[src/bbx_alu.sv]
// Shared constants and the combinational datapath of the instruction executor.
`timescale 1ns/1ns
package bbx_pkg;
    localparam int INSTR_W = 14;
    localparam int FILE_AW = 7;
    localparam int BIT_FAW = 6;
    localparam int AXI_AW = 5;
    localparam int BYTE_OP_LSB = 8;
    localparam int BIT_OP_LSB = 9;
    localparam int DEST_POS = 7;
    localparam int BIT_IDX_LSB = 6;
    localparam logic [5:0] OP_ADD_FILE = 6'h07;
    localparam logic [5:0] OP_AND_FILE = 6'h05;
    localparam logic [5:0] OP_AND_LIT = 6'h1B;
    localparam logic [4:0] OP_BIT_CLR = 5'h08;
    localparam logic [4:0] OP_BIT_SET = 5'h09;
    localparam logic [4:0] OP_BIT_TEST = 5'h0A;
    localparam logic [AXI_AW-1:0] ADDR_ACC = 5'h00;
    localparam logic [AXI_AW-1:0] ADDR_STATUS = 5'h04;
    localparam logic [AXI_AW-1:0] ADDR_CTRL = 5'h08;
    localparam logic [AXI_AW-1:0] ADDR_COUNT = 5'h0C;
    localparam int ST_CARRY = 0;
    localparam int ST_NIBBLE = 1;
    localparam int ST_ZERO = 2;
    localparam int ST_SKIP = 3;
    localparam int CTRL_EN = 0;
    localparam logic [7:0] ACC_RST = 8'h00;
    localparam logic EN_RST = 1'b1;
    localparam logic [1:0] RESP_OKAY = 2'h0;
    localparam logic [1:0] RESP_SLVERR = 2'h2;
    typedef enum logic [2:0] {
        ALU_ADD,
        ALU_AND,
        ALU_CLR,
        ALU_SET
    } bbx_alu_op_t;
endpackage

// Arithmetic, logic and single-bit operations on one byte.
module bbx_alu (
    input wire bbx_pkg::bbx_alu_op_t op,
    input wire logic [7:0] acc,
    input wire logic [7:0] opnd,
    input wire logic [2:0] bit_idx,
    output logic [7:0] res,
    output logic carry,
    output logic nibble,
    output logic zero
);
    logic [8:0] sum;
    logic [4:0] low_sum;

    always_comb begin
        sum = {1'b0, acc} + {1'b0, opnd};
        low_sum = {1'b0, acc[3:0]} + {1'b0, opnd[3:0]};
        res = opnd;
        unique case (op)
            bbx_pkg::ALU_ADD: res = sum[7:0];
            bbx_pkg::ALU_AND: res = acc & opnd;
            bbx_pkg::ALU_CLR: res[bit_idx] = 1'b0;
            bbx_pkg::ALU_SET: res[bit_idx] = 1'b1;
        endcase
        carry = sum[8];
        nibble = low_sum[4];
        zero = (res == 8'h00);
    end
endmodule

[src/bbx_exec.sv]
// Executor for byte add/AND, literal AND and bit clear/set/test-skip.
`timescale 1ns/1ns
module bbx_exec #(
    parameter int CNT_W = 16
) (
    input wire logic aclk,
    input wire logic aresetn,
    input wire logic ce,
    input wire logic instr_valid,
    input wire logic [bbx_pkg::INSTR_W-1:0] instr,
    output logic instr_ready,
    output logic [bbx_pkg::FILE_AW-1:0] file_raddr,
    input wire logic [7:0] file_rdata,
    output logic file_we,
    output logic [bbx_pkg::FILE_AW-1:0] file_waddr,
    output logic [7:0] file_wdata,
    output logic [7:0] acc,
    output logic carry_flag,
    output logic nibble_carry_flag,
    output logic zero_flag,
    output logic skip_pending,
    output logic instr_done,
    output logic instr_discarded,
    output logic instr_unsupported,
    input wire logic [bbx_pkg::AXI_AW-1:0] s_axi_awaddr,
    input wire logic s_axi_awvalid,
    output logic s_axi_awready,
    input wire logic [31:0] s_axi_wdata,
    input wire logic [3:0] s_axi_wstrb,
    input wire logic s_axi_wvalid,
    output logic s_axi_wready,
    output logic [1:0] s_axi_bresp,
    output logic s_axi_bvalid,
    input wire logic s_axi_bready,
    input wire logic [bbx_pkg::AXI_AW-1:0] s_axi_araddr,
    input wire logic s_axi_arvalid,
    output logic s_axi_arready,
    output logic [31:0] s_axi_rdata,
    output logic [1:0] s_axi_rresp,
    output logic s_axi_rvalid,
    input wire logic s_axi_rready
);
    // The count is read back through a single 32-bit data word.
    if (CNT_W < 1 || CNT_W > 32) begin : g_cnt_w_check
        $error("CNT_W must lie between 1 and 32.");
    end

    typedef struct packed {
        logic [7:0] acc;
        logic carry;
        logic nibble;
        logic zero;
        logic skip;
        logic enable;
        logic wr_en;
        logic [bbx_pkg::FILE_AW-1:0] wr_addr;
        logic [7:0] wr_data;
        logic done;
        logic discarded;
        logic unsupported;
        logic [CNT_W-1:0] count;
        logic aw_got;
        logic [bbx_pkg::AXI_AW-1:0] awaddr;
        logic w_got;
        logic [31:0] wdata;
        logic [3:0] wstrb;
        logic bvalid;
        logic [1:0] bresp;
        logic rvalid;
        logic [31:0] rdata;
        logic [1:0] rresp;
    } bbx_state_t;

    bbx_state_t s_r;
    bbx_state_t s_nxt;

    logic [5:0] byte_op;
    logic [4:0] bit_op;
    logic dest;
    logic [2:0] bit_idx;
    logic [7:0] literal;
    logic is_add;
    logic is_and_file;
    logic is_and_lit;
    logic is_bclr;
    logic is_bset;
    logic is_btest;
    logic [7:0] fdata;
    logic accept;
    bbx_pkg::bbx_alu_op_t alu_op;
    logic [7:0] alu_res;
    logic alu_carry;
    logic alu_nibble;
    logic alu_zero;
    logic [31:0] status_word;

    assign byte_op = instr[bbx_pkg::INSTR_W-1:bbx_pkg::BYTE_OP_LSB];
    assign bit_op = instr[bbx_pkg::INSTR_W-1:bbx_pkg::BIT_OP_LSB];
    assign dest = instr[bbx_pkg::DEST_POS];
    assign bit_idx = instr[bbx_pkg::BIT_OP_LSB-1:bbx_pkg::BIT_IDX_LSB];
    assign literal = instr[7:0];
    assign is_add = (byte_op == bbx_pkg::OP_ADD_FILE);
    assign is_and_file = (byte_op == bbx_pkg::OP_AND_FILE);
    assign is_and_lit = (byte_op == bbx_pkg::OP_AND_LIT);
    assign is_bclr = (bit_op == bbx_pkg::OP_BIT_CLR);
    assign is_bset = (bit_op == bbx_pkg::OP_BIT_SET);
    assign is_btest = (bit_op == bbx_pkg::OP_BIT_TEST);

    // Byte add and file AND address 128 registers, bit operations only 64.
    always_comb begin
        if (is_add || is_and_file) begin
            file_raddr = instr[bbx_pkg::FILE_AW-1:0];
        end else begin
            file_raddr = {1'b0, instr[bbx_pkg::BIT_FAW-1:0]};
        end
    end

    // The write-back leaves a cycle after execution, so a read of the same
    // register in that cycle takes the pending value instead of stale data.
    assign fdata = (s_r.wr_en && s_r.wr_addr == file_raddr) ?
        s_r.wr_data : file_rdata;

    always_comb begin
        if (is_add) begin
            alu_op = bbx_pkg::ALU_ADD;
        end else if (is_bclr) begin
            alu_op = bbx_pkg::ALU_CLR;
        end else if (is_bset) begin
            alu_op = bbx_pkg::ALU_SET;
        end else begin
            alu_op = bbx_pkg::ALU_AND;
        end
    end

    bbx_alu u_alu (
        .op(alu_op),
        .acc(s_r.acc),
        .opnd(is_and_lit ? literal : fdata),
        .bit_idx(bit_idx),
        .res(alu_res),
        .carry(alu_carry),
        .nibble(alu_nibble),
        .zero(alu_zero)
    );

    assign accept = instr_valid && s_r.enable;
    assign status_word = {28'h0000000, s_r.skip, s_r.zero, s_r.nibble,
        s_r.carry};

    always_comb begin
        s_nxt = s_r;
        s_nxt.done = 1'b0;
        s_nxt.discarded = 1'b0;
        s_nxt.unsupported = 1'b0;
        s_nxt.wr_en = 1'b0;

        // Register bus: write address and data may arrive in either order.
        if (s_axi_awvalid && s_axi_awready) begin
            s_nxt.aw_got = 1'b1;
            s_nxt.awaddr = s_axi_awaddr;
        end
        if (s_axi_wvalid && s_axi_wready) begin
            s_nxt.w_got = 1'b1;
            s_nxt.wdata = s_axi_wdata;
            s_nxt.wstrb = s_axi_wstrb;
        end
        if (s_r.aw_got && s_r.w_got && !s_r.bvalid) begin
            s_nxt.aw_got = 1'b0;
            s_nxt.w_got = 1'b0;
            s_nxt.bvalid = 1'b1;
            s_nxt.bresp = bbx_pkg::RESP_OKAY;
            unique case (s_r.awaddr)
                bbx_pkg::ADDR_ACC: begin
                    if (s_r.wstrb[0]) begin
                        s_nxt.acc = s_r.wdata[7:0];
                    end
                end
                bbx_pkg::ADDR_STATUS: begin
                    if (s_r.wstrb[0]) begin
                        s_nxt.carry = s_r.wdata[bbx_pkg::ST_CARRY];
                        s_nxt.nibble = s_r.wdata[bbx_pkg::ST_NIBBLE];
                        s_nxt.zero = s_r.wdata[bbx_pkg::ST_ZERO];
                    end
                end
                bbx_pkg::ADDR_CTRL: begin
                    if (s_r.wstrb[0]) begin
                        s_nxt.enable = s_r.wdata[bbx_pkg::CTRL_EN];
                    end
                end
                bbx_pkg::ADDR_COUNT: begin
                    s_nxt.bresp = bbx_pkg::RESP_OKAY;
                end
                default: s_nxt.bresp = bbx_pkg::RESP_SLVERR;
            endcase
        end
        if (s_r.bvalid && s_axi_bready) begin
            s_nxt.bvalid = 1'b0;
        end
        if (s_axi_arvalid && s_axi_arready) begin
            s_nxt.rvalid = 1'b1;
            s_nxt.rresp = bbx_pkg::RESP_OKAY;
            unique case (s_axi_araddr)
                bbx_pkg::ADDR_ACC: s_nxt.rdata = {24'h000000, s_r.acc};
                bbx_pkg::ADDR_STATUS: s_nxt.rdata = status_word;
                bbx_pkg::ADDR_CTRL: s_nxt.rdata = {31'h00000000, s_r.enable};
                bbx_pkg::ADDR_COUNT: s_nxt.rdata = 32'(s_r.count);
                default: begin
                    s_nxt.rdata = 32'h00000000;
                    s_nxt.rresp = bbx_pkg::RESP_SLVERR;
                end
            endcase
        end else if (s_r.rvalid && s_axi_rready) begin
            s_nxt.rvalid = 1'b0;
        end

        // Execution comes after the bus so that an instruction result wins
        // over a software write to the same register in the same cycle.
        if (accept) begin
            s_nxt.done = 1'b1;
            s_nxt.count = s_r.count + 1'b1;
            if (s_r.skip) begin
                s_nxt.skip = 1'b0;
                s_nxt.discarded = 1'b1;
            end else if (is_add || is_and_file) begin
                if (dest) begin
                    s_nxt.wr_en = 1'b1;
                    s_nxt.wr_addr = file_raddr;
                    s_nxt.wr_data = alu_res;
                end else begin
                    s_nxt.acc = alu_res;
                end
                s_nxt.zero = alu_zero;
                if (is_add) begin
                    s_nxt.carry = alu_carry;
                    s_nxt.nibble = alu_nibble;
                end
            end else if (is_and_lit) begin
                s_nxt.acc = alu_res;
                s_nxt.zero = alu_zero;
            end else if (is_bclr || is_bset) begin
                s_nxt.wr_en = 1'b1;
                s_nxt.wr_addr = file_raddr;
                s_nxt.wr_data = alu_res;
            end else if (is_btest) begin
                s_nxt.skip = ~fdata[bit_idx];
            end else begin
                s_nxt.unsupported = 1'b1;
            end
        end
    end

    always_ff @(posedge aclk) begin
        if (!aresetn) begin
            s_r <= '0;
            s_r.acc <= bbx_pkg::ACC_RST;
            s_r.enable <= bbx_pkg::EN_RST;
        end else if (ce) begin
            s_r <= s_nxt;
        end
    end

    // One write and one read at a time keeps the slave free of queues.
    assign s_axi_awready = !s_r.aw_got && !s_r.bvalid;
    assign s_axi_wready = !s_r.w_got && !s_r.bvalid;
    assign s_axi_arready = !s_r.rvalid;
    assign s_axi_bvalid = s_r.bvalid;
    assign s_axi_bresp = s_r.bresp;
    assign s_axi_rvalid = s_r.rvalid;
    assign s_axi_rdata = s_r.rdata;
    assign s_axi_rresp = s_r.rresp;

    assign instr_ready = s_r.enable;
    assign file_we = s_r.wr_en;
    assign file_waddr = s_r.wr_addr;
    assign file_wdata = s_r.wr_data;
    assign acc = s_r.acc;
    assign carry_flag = s_r.carry;
    assign nibble_carry_flag = s_r.nibble;
    assign zero_flag = s_r.zero;
    assign skip_pending = s_r.skip;
    assign instr_done = s_r.done;
    assign instr_discarded = s_r.discarded;
    assign instr_unsupported = s_r.unsupported;
endmodule

[config.mk]
export PLATFORM = sky130hd
export DESIGN_NAME = bbx_exec
export DESIGN_NICKNAME = d
export VERILOG_FILES = /design/src/bbx_alu.sv /design/src/bbx_exec.sv
export SDC_FILE = /design/constraint.sdc
export NUM_CORES = 1
export LEC_CHECK = 0
export BUFFER_PORTS_ARGS = -buffer_cell sky130_fd_sc_hd__buf_2
export CAP_MARGIN = 20
export CELL_PAD_IN_SITES_DETAIL_PLACEMENT = 1
export CELL_PAD_IN_SITES_GLOBAL_PLACEMENT = 1
export CORE_MARGIN = 2
export CORE_UTILIZATION = 41
export DETAILED_ROUTE_END_ITERATION = 10
export PLACE_DENSITY = 0.88
export SYNTH_ARGS = -nofsm -noshare
export SYNTH_HDL_FRONTEND = slang
export SYNTH_SLANG_ARGS = --single-unit
[constraint.sdc]
create_clock -name aclk -period 5.9 [get_ports aclk]
set_input_delay 0.59 -clock aclk [delete_from_list [all_inputs] [get_ports aclk]]
set_output_delay 0.59 -clock aclk [all_outputs]
set_load 0.01 [all_outputs]
Word-level counts from Yosys, hierarchy flattened. Index checks and enable logic that the tools add are counted.

Register bits: 129. Input bits: 77. Output and inout port bits: 80. Logic and storage cells: 145.

Add/subtract/negate cells: 3. $lt $le $gt $ge: 2. Eq/ne operators: 18. Multiplexer cells: 53. Bitwise operators: 6. Reductions and logical operators: 40.

Operator list (count): 16-bit 2-to-1 mux (5); 16-bit case mux with 4 select lines (1); 8-bit 2-to-1 mux (7); 37-bit 2-to-1 mux (1); 5-bit by 4-bit equality test with 1-bit output (second input constant) (7); 35-bit 2-to-1 mux (1); 8-bit case mux with 4 select lines (1); 11-bit 2-to-1 mux (2); 1-bit 2-to-1 mux (20); 2-bit AND reduction (9); 16-bit by 1-bit adder with 16-bit output (second input constant) (1); 8-bit bitwise AND (2); 2-bit 2-to-1 mux (7); 6-bit by 3-bit equality test with 1-bit output (second input constant) (2); 1-bit logical AND (12); 12-bit 2-to-1 mux (1); 5-bit by 3-bit equality test with 1-bit output (second input constant) (2); 5-bit zero test (2); 2-bit nonzero test (5); 8-bit by 8-bit adder with 9-bit output (1); 3-bit 2-to-1 mux (3); 8-bit zero test (1); 8-bit NOT (1); 8-bit OR (1); other kinds (20) (27).

Logic depth before layout (Yosys ltp). Gate-level depths: netlist of the first run.

Depth after elaboration: 15. Gate-level depth with buffers: 15. Depth with buffers taken out: 14.

Cells and area by module. Synthesis of the first run repeated with hierarchy kept, for this count alone.

Cells, all modules: 612. Area, all modules: 5343.9 µm².

By module, submodules not included: bbx_exec (times used 1, cells an instance 515, area an instance 4662.0 µm², seq. area each 1681.6 µm²); bbx_alu (times used 1, cells an instance 97, area an instance 681.9 µm², seq. area each 0.0 µm²).

Worst setup path after synthesis of the first run. OpenSTA, ideal clock, no wires.

Kind: input port to flip-flop. Start point: in instr[11] in the netlist's numbering. End point: reg acc[4] (netlist name). Library setup time: 119 ps. Data arrival time: 3869 ps. Required time: 5781 ps. Path slack: 1912 ps. Stages on the path: 14. Path buffers: 0. Cells stage by stage: or4b_4 > nor3_1 > o41ai_1 > a31oi_1 > ha_1 > inv_1 > fa_1 > nand2b_1 > nand2b_1 > a21o_1 > xor2_1 > a221oi_1 > a21oi_1 > o221a_2.

Longest elaborated chain between the ends: 13. Elaborated cells between the ends (all ways): 28. Those cells by class: 1 x add/sub; 9 x eq/ne; 12 x mux; 3 x bitwise; 3 x reduce/logical.

Ends and longest elaborated chain: start: declaration (line bbx_exec.sv:10) `input wire logic [bbx_pkg::INSTR_W-1:0] instr,`; 6-bit by 3-bit equality test with 1-bit output (on tied branches) (line bbx_exec.sv:102, bbx_exec.sv:103); 1-bit logical OR (line bbx_exec.sv:111, bbx_exec.sv:224); 7-bit 2-to-1 mux (line bbx_exec.sv:111) `if (is_add || is_and_file) begin`; 7-bit equality test (line bbx_exec.sv:120) `assign fdata = (s_r.wr_en && s_r.wr_addr == file_raddr) ?`; 1-bit logical AND (line bbx_exec.sv:120); 8-bit 2-to-1 mux (line bbx_exec.sv:120); 8-bit 2-to-1 mux (line bbx_exec.sv:138) `.opnd(is_and_lit ? literal : fdata),`; 8-bit by 8-bit adder with 9-bit output, or another cell as far along (line bbx_alu.sv:54) `sum = {1'b0, acc} + {1'b0, opnd};`; 8-bit case mux with 4 select lines (line bbx_alu.sv:57) `unique case (op)`; 8-bit 2-to-1 mux (on tied branches) (line bbx_exec.sv:237, bbx_exec.sv:225); 8-bit 2-to-1 mux (*) (line bbx_exec.sv:224) `end else if (is_add || is_and_file) begin`; 11-bit 2-to-1 mux (*) (line bbx_exec.sv:221) `if (s_r.skip) begin`; 12-bit 2-to-1 mux (*) (line bbx_exec.sv:218) `if (accept) begin`.

Mark *: on every way between the ends. The rest lies on a longest branch, timed or not. A chain may end at the register's enable or synchronous reset.

Worst setup path in the final report of the first run.
Start point: in instr[11] in the netlist's numbering. End point: reg acc[4] (netlist name).

Longest elaborated chain between the ends: 13. Elaborated cells between the ends (all ways): 28. Those cells by class: 1 x add/sub; 9 x eq/ne; 12 x mux; 3 x bitwise; 3 x reduce/logical.

Ends and longest elaborated chain (line): 6-bit by 3-bit equality test with 1-bit output (on tied branches) (bbx_exec.sv:102, bbx_exec.sv:103); 1-bit logical OR (bbx_exec.sv:111, bbx_exec.sv:224); 7-bit 2-to-1 mux (bbx_exec.sv:111); 7-bit equality test (bbx_exec.sv:120); 1-bit logical AND (bbx_exec.sv:120); 8-bit 2-to-1 mux (bbx_exec.sv:120); 8-bit 2-to-1 mux (bbx_exec.sv:138); 8-bit by 8-bit adder with 9-bit output, or another cell as far along (bbx_alu.sv:54); 8-bit case mux with 4 select lines (bbx_alu.sv:57); 8-bit 2-to-1 mux (on tied branches) (bbx_exec.sv:237, bbx_exec.sv:225); 8-bit 2-to-1 mux (*) (bbx_exec.sv:224); 11-bit 2-to-1 mux (*) (bbx_exec.sv:221); 12-bit 2-to-1 mux (*) (bbx_exec.sv:218).

Marked as above.

==> results of run 1 <==
registers in the layout, indices dropped and copies added (netlist names):
signal / cells
acc: 8
carry_flag: 1
file_waddr: 7
file_wdata: 8
file_we: 1
instr_discarded: 1
instr_done: 1
instr_ready: 1
instr_unsupported: 1
nibble_carry_flag: 1
s_axi_bresp: 1
s_axi_bvalid: 1
s_axi_rdata: 16
s_axi_rresp: 1
s_axi_rvalid: 1
s_r: 32
skip_pending: 1
zero_flag: 1
per-layer routing:
metal | up-vias | GRT usage | wire [um]
li1 | 2356 | - | -
met1 | 2454 | 0.301 | 7340
met2 | 168 | 0.405 | 8170
met3 | 26 | 0.0431 | 1030
met4 | 0 | 0.0737 | 327
met5 | - | 0 | 0
power breakdown:
part | switching [W] | internal (W)
registers | 0.0000128 | 0.000578
logic | 0.0000979 | 0.0000596
clock network | 0.000282 | 0.000301
critical path, stage by stage:
cell and delay, ns:
buf_2 0.12, or4b_4 0.58, nor3_1 0.69, o41ai_1 0.26
a31oi_1 0.28, ha_1 0.22, inv_1 0.06, fa_1 0.38
nand2b_1 0.22, nand2b_1 0.10, a21o_1 0.17, xor2_1 0.10
a221oi_1 0.57, a21oi_1 0.15, o221a_2 0.29
cells by family after synthesis:
kind of cell,count (synthesis),synth area share
simple gates,251,0.248
flops,84,0.311
compound gates,151,0.195
other cells,1,0.000693
mux,25,0.0534
buf+inv,108,0.120
xor+xnor,22,0.0356
fa+ha+maj,15,0.0361
cell usage in the layout, fill, tap and decap left out, types with 4 or more instances in the layout:
cell / count
nor2_1: 39
ha_1: 14
or3_1: 8
a211oi_1: 6
o221a_2: 4
a22oi_1: 18
xnor2_1: 15
a21oi_1: 26
conb_1: 18
a22o_1: 6
o211a_1: 5
nand3_1: 15
nand4_1: 8
a21boi_0: 18
nand2b_1: 9
buf_2: 112
nor4_1: 7
mux2i_1: 21
clkbuf_16: 9
and2_1: 20
nor3_1: 9
dfxtp_1: 84
o21ai_0: 26
nand2_1: 64
a311oi_1: 5
inv_1: 11
nor2b_1: 41
a31oi_1: 9
and3_1: 8
xor2_1: 7
layout make-up:
class / count / share of cell area
Multi-Input combinational cell: 482 / 0.527
Timing Repair Buffer: 115 / 0.0975
Clock buffer: 9 / 0.0377
Clock inverter: 7 / 0.0132
Tap cell: 172 / 0.0360
Sequential cell: 84 / 0.281
Inverter: 11 / 0.00691
path summary, 6_finish.rpt:
| path | startpoint | slack (ns) | endpoint |
|---|---|---|---|
| hold / removal | s_r[47]$_SDFFE_PN0P_ | 0.47 | s_r[47]$_SDFFE_PN0P_ |
| setup / recovery | instr[11] | 1.37 | acc[4]$_SDFFE_PN0P_ |
| setup reg to reg | file_waddr[3]$_SDFFE_PN0P_ | 1.77 | acc[4]$_SDFFE_PN0P_ |
| hold reg to reg | s_r[47]$_SDFFE_PN0P_ | 0.47 | s_r[47]$_SDFFE_PN0P_ |
metrics by stage:
step	util	hold WS (ns)
finish	0.468	0.468
global route	0.468	0.502
CTS	0.468	0.473
detailed placement	0.444	0.464
global placement	0.444	0.456
floorplan	-	0.438
==> results.toml, run 1 <==
[sta]
setup_slack_ns = 1.37
tightest_slew_margin_relative_to_the_limit = 0.259
setup_viol = 0
hold_violations = 0
max_clock_freq_mhz = 221
worst_clock_skew_on_the_final_layout_ns = 0.0144
rsz0062_at_grt = "false"
worst_slew_pin_slew_ns = 1.11
slew_viol_final = 0
totalNegativeSetupSlack_ns = 0
final_clock_period_utilization_by_the_worst_path = 0.769
period_minus_slack_ns = 4.53

[placement]
placedInstanceArea_um2 = 5670
preCtsSetupSlack_ns = 1.12
portBuffers = 111
globalplace.congestion = 0.872
dp_hpwl_um = 12600
placed_insts = 863

[finish]
register_area_um2 = 1680
multiInputGateArea_um2 = 3150
finalInstanceArea_um2 = 5980
finish.cell_count_without_fillers = 880
final_nets = 795
area_added_between_synthesis_and_finish_pct = 10.4
fillers = 1598
post_route_cells_drive_above_1_share = 0.206
num_antenna_cells = 0

[worst_setup_path]
critical_path.endpoint_type = "flop"
arrival_ns = 4.77
timing_worst_setup_path_type = "in -> reg"
setup.worst_path.start_class = "input port"
ff2ff_path_depth = 14
critPathRequiredTime_ns = 6.14
crit_fanout = 8

[clock_tree]
cts_setup_buffers = 0
number_of_buffers_created_by_cts = 9
clk_root_buffer_cell = "clkbuf_16"
cts_hold_buffers = 0
ctsLongestPathBuffers = 2
cts_sinks = 84
cts.htree.levels = 3
worst_skew_pair.late_latency_ns = 0.35
cts_tree = "yes"
clk_pin_slew_ns = 0.07
post_cts.resized_instances = 0

[synthesis]
yosysWarningCount = 0
synthMostInstantiatedCell = "dfxtp_1"
yosysUniqueCellTypes = 67
synth.yosys.seq_area_share = 0.311
synth_top_area_cell = "dfxtp_1"
synthTopCellsByArea = "dfxtp_1, buf_4, nor2b_1"
netlist_instances = 657
synthesis.area_per_instance_um2 = 8.24
synth_area_um2 = 5410
synthFlopType = "dfxtp_1"
synth.ff_latch_count = 84
ys_top_cells_by_count = "dfxtp_1, buf_4, nand2_1"
synthArstFlopShare = 0
synth_enable_flop_cells = 0
synth_largest_type_area_fraction = 0.311

[route]
drt-pass1-iter-count = 4
ant_nets = 0
vias_per_cell = 5.69
dr.first_iter.drc_count = 359
vias = 5004
routed_wirelength_um = 16900
wl_per_cell_um = 19.2
drc_errors = 0

[power]
leakagePower_nw = 2.48
power.ir.vdd_worst_mv = 0.134
power_w = 0.00133
total_power_per_unit_cell_area_nw_per_um2 = 223

[global_routing]
first_global_vias = 5059
grt_start_max_net_pins = 58
overflow = 0
grt_first_pass_wirelength_um = 26800
groute.usage.overall = 0.236
initial_antenna_violation_count = 0

[floorplan]
placeable_area_um2 = 12800
initial_util = 0.424
floorplan_die_height_um = 119
placementRows = 41
dieArea_um2 = 14100
io_pins = 157
floorplan.die.width_um = 119

[hold_path]
timing.hold.worst_path_depth = 2
timing.hold.worst.class = "reg -> reg"

[outcome]
run_status = "finished clean"

[job]
maximum_capacitance_violations = 0
(Power assumes the default switching activity.)
==> inputs of run 2 (changes only) <==
--- a/config.mk
+++ b/config.mk
@@ -10,9 +10,9 @@
 export CELL_PAD_IN_SITES_DETAIL_PLACEMENT = 1
 export CELL_PAD_IN_SITES_GLOBAL_PLACEMENT = 1
 export CORE_MARGIN = 2
-export CORE_UTILIZATION = 41
+export CORE_UTILIZATION = 35
 export DETAILED_ROUTE_END_ITERATION = 10
-export PLACE_DENSITY = 0.88
+export PLACE_DENSITY = 0.8
 export SYNTH_ARGS = -nofsm -noshare
 export SYNTH_HDL_FRONTEND = slang
 export SYNTH_SLANG_ARGS = --single-unit
==> constraint.sdc (replaced) <==
create_clock -name aclk -period 4.1 [get_ports aclk]
set_input_delay 0.41 -clock aclk [delete_from_list [all_inputs] [get_ports aclk]]
set_output_delay 0.41 -clock aclk [all_outputs]
set_load 0.01 [all_outputs]
==> results.toml, run 2 (synthesis results as in run 1) <==
[route]
vias = 5009
routed_length_on_met1_um = 7520
routed-wl-met3_um = 1040
met2_length_um = 7840
dr.first_iter.drc_count = 296
routed_wirelength_um = 16700
ant_nets = 0
drt-pass1-iter-count = 4
wl_per_cell_um = 18.1
vias_per_cell = 5.45
drc_errors = 0
top_signal_layer_used = "met4"

[worst_setup_path]
regToRegSetupSlack_ns = 0.28
setup.worst_path.start_class = "input port"
timing.critical_path.slowest_stage_cell = "or4b_4"
crit_fanout = 5
critical_path.endpoint_type = "flop"
max_stage_delay_ns = 0.60
timing_worst_setup_path_type = "in -> reg"
worstPathCellList = "buf_2 > or4b_4 > o21a_4 > o41ai_1 > buf_4 > a31oi_1 > ha_1 > inv_1 > fa_1 > nand2b_1 > nand2b_1 > a21o_1 > xor2_1 > a221oi_1 > buf_4 > nand4_1 > o31ai_1"
critical_path.n_buffers_inverters = 4
arrival_ns = 4.12
critPathRequiredTime_ns = 4.34
timing.critical_path.max_delay_family = "compound AO/OA/AOI/OAI gates"

[finish]
finalInstanceArea_um2 = 6160
final_nets = 818
largest_register_ff_count = 32
register_area_um2 = 1680
layout_common_cells = "buf_2, dfxtp_1, nand2_1, nor2b_1, nor2_1"
post_route_cells_drive_above_1_share = 0.231
largest_register = "s_r"
area_added_between_synthesis_and_finish_pct = 13.7
most_common_library_cell_in_the_layout_ignoring_fill_and_taps = "buf_2"
fillers = 1850
num_antenna_cells = 0
multiInputGateArea_um2 = 3150

[sta]
slew_viol_final = 0
setup_viol = 0
finalHoldWorstSlack_ns = 0.300
tightest_slew_margin_relative_to_the_limit = 0.337
totalNegativeSetupSlack_ns = 0
worst_clock_skew_on_the_final_layout_ns = 0.00928
hold_violations = 0
worst_slew_pin_slew_ns = 0.992
period_minus_slack_ns = 3.89
rsz0062_at_grt = "false"
final_clock_period_utilization_by_the_worst_path = 0.948
max_clock_freq_mhz = 257

[placement]
portBuffers = 111
globalplace.congestion = 0.907
dp_hpwl_um = 12600
placedInstanceArea_um2 = 5860

[global_routing]
grt_first_pass_wirelength_um = 26400
first_global_vias = 4876
initial_antenna_violation_count = 0
grt_start_max_net_pins = 50
groute.usage.overall = 0.204
overflow = 0

[power]
power.ir.vdd_worst_mv = 0.284
leakagePower_nw = 2.58
power_w = 0.00188
total_power_per_unit_cell_area_nw_per_um2 = 306

[clock_tree]
clk_root_buffer_cell = "clkbuf_16"
cts.htree.levels = 3
number_of_buffers_created_by_cts = 9
post_cts.resized_instances = 0
worst_skew_pair.late_latency_ns = 0.35
cts_tree = "yes"
ctsLongestPathBuffers = 2
cts_hold_buffers = 0
clk_pin_slew_ns = 0.07
cts_sinks = 84
cts_setup_buffers = 0

[floorplan]
placeable_area_um2 = 15100
io_pins = 157
placementRows = 45
floorplan.die.width_um = 128
dieArea_um2 = 16500
floorplan_die_height_um = 128
initial_util = 0.357

[outcome]
run_status = "finished clean"

[job]
maximum_capacitance_violations = 0

[hold_path]
timing.hold.worst.class = "in -> reg"
[run 2: cell types whose count changed in the layout (fill, tap and decap cells not counted)]
cell,before,now
buf_4,3,26
clkinv_4,2,1
clkinv_8,2,0
clkinvlp_4,0,1
inv_6,2,3
inv_8,1,2
[run 2: worst paths after layout]
path                                   start                endpoint  cells after the start
hold / removal                s_axi_wdata[5]    s_r[47]$_SDFFE_PN0P_                      3
hold reg to reg         s_r[47]$_SDFFE_PN0P_    s_r[47]$_SDFFE_PN0P_                      2
setup reg to reg  file_waddr[0]$_SDFFE_PN0P_  zero_flag$_SDFFE_PN0P_                     16
setup / recovery                   instr[11]  zero_flag$_SDFFE_PN0P_                     17
[run 2: power by group]
| part | switching [W] | internal, W | total [W] |
|---|---|---|---|
| sequential | 0.0000172 | 0.000832 | 0.000849 |
| combinational | 0.000139 | 0.0000944 | 0.000234 |
| clock | 0.000376 | 0.000427 | 0.000802 |
| total | 0.000532 | 0.00135 | 0.00188 |
[run 2: layout make-up]
class | instances | area share
Clock buffer | 9 | 0.0366
Clock inverter | 7 | 0.0106
Inverter | 11 | 0.00671
Multi-Input combinational cell | 482 | 0.512
Sequential cell | 84 | 0.273
Tap cell | 188 | 0.0382
Timing Repair Buffer | 138 | 0.123
[run 2: worst reg2reg max path, cell delays in order, from the launching register on]
cell      delay (ns)
dfxtp_1         0.34
xor2_1          0.24
or3b_1          0.45
o41ai_1         0.33
buf_4           0.19
a31oi_1         0.11
ha_1            0.25
inv_1           0.07
fa_1            0.19
nand2b_1        0.16
nand2b_1        0.08
a21o_1          0.21
xor2_1          0.15
a221oi_1        0.35
buf_4           0.19
nand4_1         0.11
o31ai_1         0.29
[run 2: layer usage]
layer | up-vias | global-route usage
met5 | - | 0
met4 | 0 | 0.0730
met1 | 2445 | 0.268
met2 | 145 | 0.337
li1 | 2403 | -
met3 | 16 | 0.0374
[run 2: through the flow]
stage,setup slack [ns],util,instances
5_1_grt,0.0311,0.407,919
2_1_floorplan,0.292,-,674
3_5_place_dp,0.0322,0.387,902
6_report,0.214,0.407,919
4_1_cts,0.283,0.406,918
3_3_place_gp,0.0636,0.387,902
==> inputs of run 3 (changes only) <==
--- a/config.mk
+++ b/config.mk
@@ -5,8 +5,7 @@
 export SDC_FILE = /design/constraint.sdc
 export NUM_CORES = 1
 export LEC_CHECK = 0
-export BUFFER_PORTS_ARGS = -buffer_cell sky130_fd_sc_hd__buf_2
-export CAP_MARGIN = 20
+export BUFFER_PORTS_ARGS = -buffer_cell sky130_fd_sc_hd__buf_4
 export CELL_PAD_IN_SITES_DETAIL_PLACEMENT = 1
 export CELL_PAD_IN_SITES_GLOBAL_PLACEMENT = 1
 export CORE_MARGIN = 2
==> results.toml, run 3 (synthesis results as in run 1) <==
[outcome]
run_status = "finished clean"

[clock_tree]
cts_setup_buffers = 0
cts_hold_buffers = 0
cts.htree.levels = 3
cts_tree = "yes"
clk_pin_slew_ns = 0.07
post_cts.resized_instances = 0
clk_root_buffer_cell = "clkbuf_16"
worst_skew_pair.late_latency_ns = 0.35
cts_sinks = 84
number_of_buffers_created_by_cts = 9
ctsLongestPathBuffers = 2

[placement]
portBuffers = 111
globalplace.congestion = 0.984
placed_insts = 901
preCtsSetupSlack_ns = -0.0685
dp_hpwl_um = 13100

[power]
power.ir.vdd_worst_mv = 0.204
total_power_per_unit_cell_area_nw_per_um2 = 312
power.switching_fraction = 0.257
leakagePower_nw = 2.64
power.net_switching_w = 0.000519
cell_internal_pwr_w = 0.00150
pwr-share-clk = 0.455
power.share.combinational = 0.125
share_seq_of_total_power = 0.421

[floorplan]
dieArea_um2 = 16500
placementRows = 45
initial_util = 0.357
io_pins = 157
floorplan_die_height_um = 128
floorplan.die.width_um = 128
placeable_area_um2 = 15100

[job]
maximum_capacitance_violations = 0

[route]
drt-pass1-iter-count = 4
routed_wirelength_um = 17000
drc_errors = 0
ant_nets = 0
wl_per_cell_um = 18.5
vias_per_cell = 5.42
vias = 4971
dr.first_iter.drc_count = 271

[sta]
period_minus_slack_ns = 3.82
max_clock_freq_mhz = 262
worst_slew_pin_slew_ns = 1.14
setup_slack_ns = 0.284
worst_clock_skew_on_the_final_layout_ns = 0.0105
tightest_slew_margin_relative_to_the_limit = 0.240
setup_viol = 0
hold_violations = 0
final_clock_period_utilization_by_the_worst_path = 0.931
rsz0062_at_grt = "false"
slew_viol_final = 0

[finish]
most_common_library_cell_in_the_layout_ignoring_fill_and_taps = "buf_4"
largest_register = "s_r"
final_nets = 816
post-route-util = 0.427
layout_common_cells = "buf_4, dfxtp_1, nand2_1, nor2b_1, nor2_1"
num_antenna_cells = 0
largest_register_ff_count = 32
area_added_between_synthesis_and_finish_pct = 19.4
finish.cell_count_without_fillers = 917
post_route_cells_drive_above_1_share = 0.229

[hold_path]
timing.hold.worst.class = "in -> reg"

[worst_setup_path]
crit_fanout = 5
critical_path.endpoint_type = "flop"
setup.worst_path.start_class = "input port"
critPathRequiredTime_ns = 4.35
arrival_ns = 4.07
timing_worst_setup_path_type = "in -> reg"

[global_routing]
initial_antenna_violation_count = 0
grt_start_max_net_pins = 87
groute.usage.overall = 0.209
grt_first_pass_wirelength_um = 27000
overflow = 0
first_global_vias = 5076
-- run 3: area by class of cell --
cell class,instances,area [um^2]
multi-input combinational,482,3150
sequential,84,1680
fill,1813,8680
inverter,11,41.3
clock buffer,10,239
tap,188,235
timing repair buffer,136,1020
clock inverter,6,93.8
-- run 3: critical path, stage by stage --
cell and delay [ns]:
buf_4 0.12, or4b_4 0.58, o21a_4 0.23, o41ai_1 0.53
a31oi_1 0.21, ha_1 0.25, inv_1 0.07, fa_1 0.18
nand2b_1 0.16, a21oi_1 0.08, o21a_1 0.18, or3_1 0.35
a311oi_1 0.29, nand4_1 0.17, o31ai_1 0.24
-- run 3: routing by layer --
metal | vias up | share of wire | GRT usage
met5 | - | 0 | 0
met4 | 0 | 0.020 | 0.0718
met3 | 26 | 0.046 | 0.0412
met2 | 124 | 0.47 | 0.349
met1 | 2423 | 0.47 | 0.270
li1 | 2398 | - | -
-- run 3: through the flow --
step	total power, W	TNS, ns	instance area (um^2)	hold WS (ns)
after global routing	0.00210	0	6460	0.333
after detailed placement	0.00112	-0.0692	6130	0.465
after global placement	0.00111	0	6130	0.460
after floorplan	0.00102	0	5480	0.438
after CTS	0.00204	0	6460	0.318
final	0.00202	0	6460	0.331
-- run 3: power groups by stage --
stage	registers (W)	logic (W)	clock network, W
after global placement	0.000867	0.000243	0
after CTS	0.000849	0.000251	0.000938
after global routing	0.000851	0.000276	0.000972
final	0.000849	0.000252	0.000918
after detailed placement	0.000868	0.000251	0
after floorplan	0.000862	0.000161	0
-- run 3: path summary, 6_finish.rpt --
kind	start	end	slack, ns	cells past startpoint
min	s_axi_wdata[4]	s_r[46]$_SDFFE_PN0P_	0.33	3
max reg2reg	file_waddr[0]$_SDFFE_PN0P_	zero_flag$_SDFFE_PN0P_	0.28	14
max	instr[11]	zero_flag$_SDFFE_PN0P_	0.28	15
min reg2reg	s_r[49]$_SDFFE_PN0P_	s_r[49]$_SDFFE_PN0P_	0.47	2
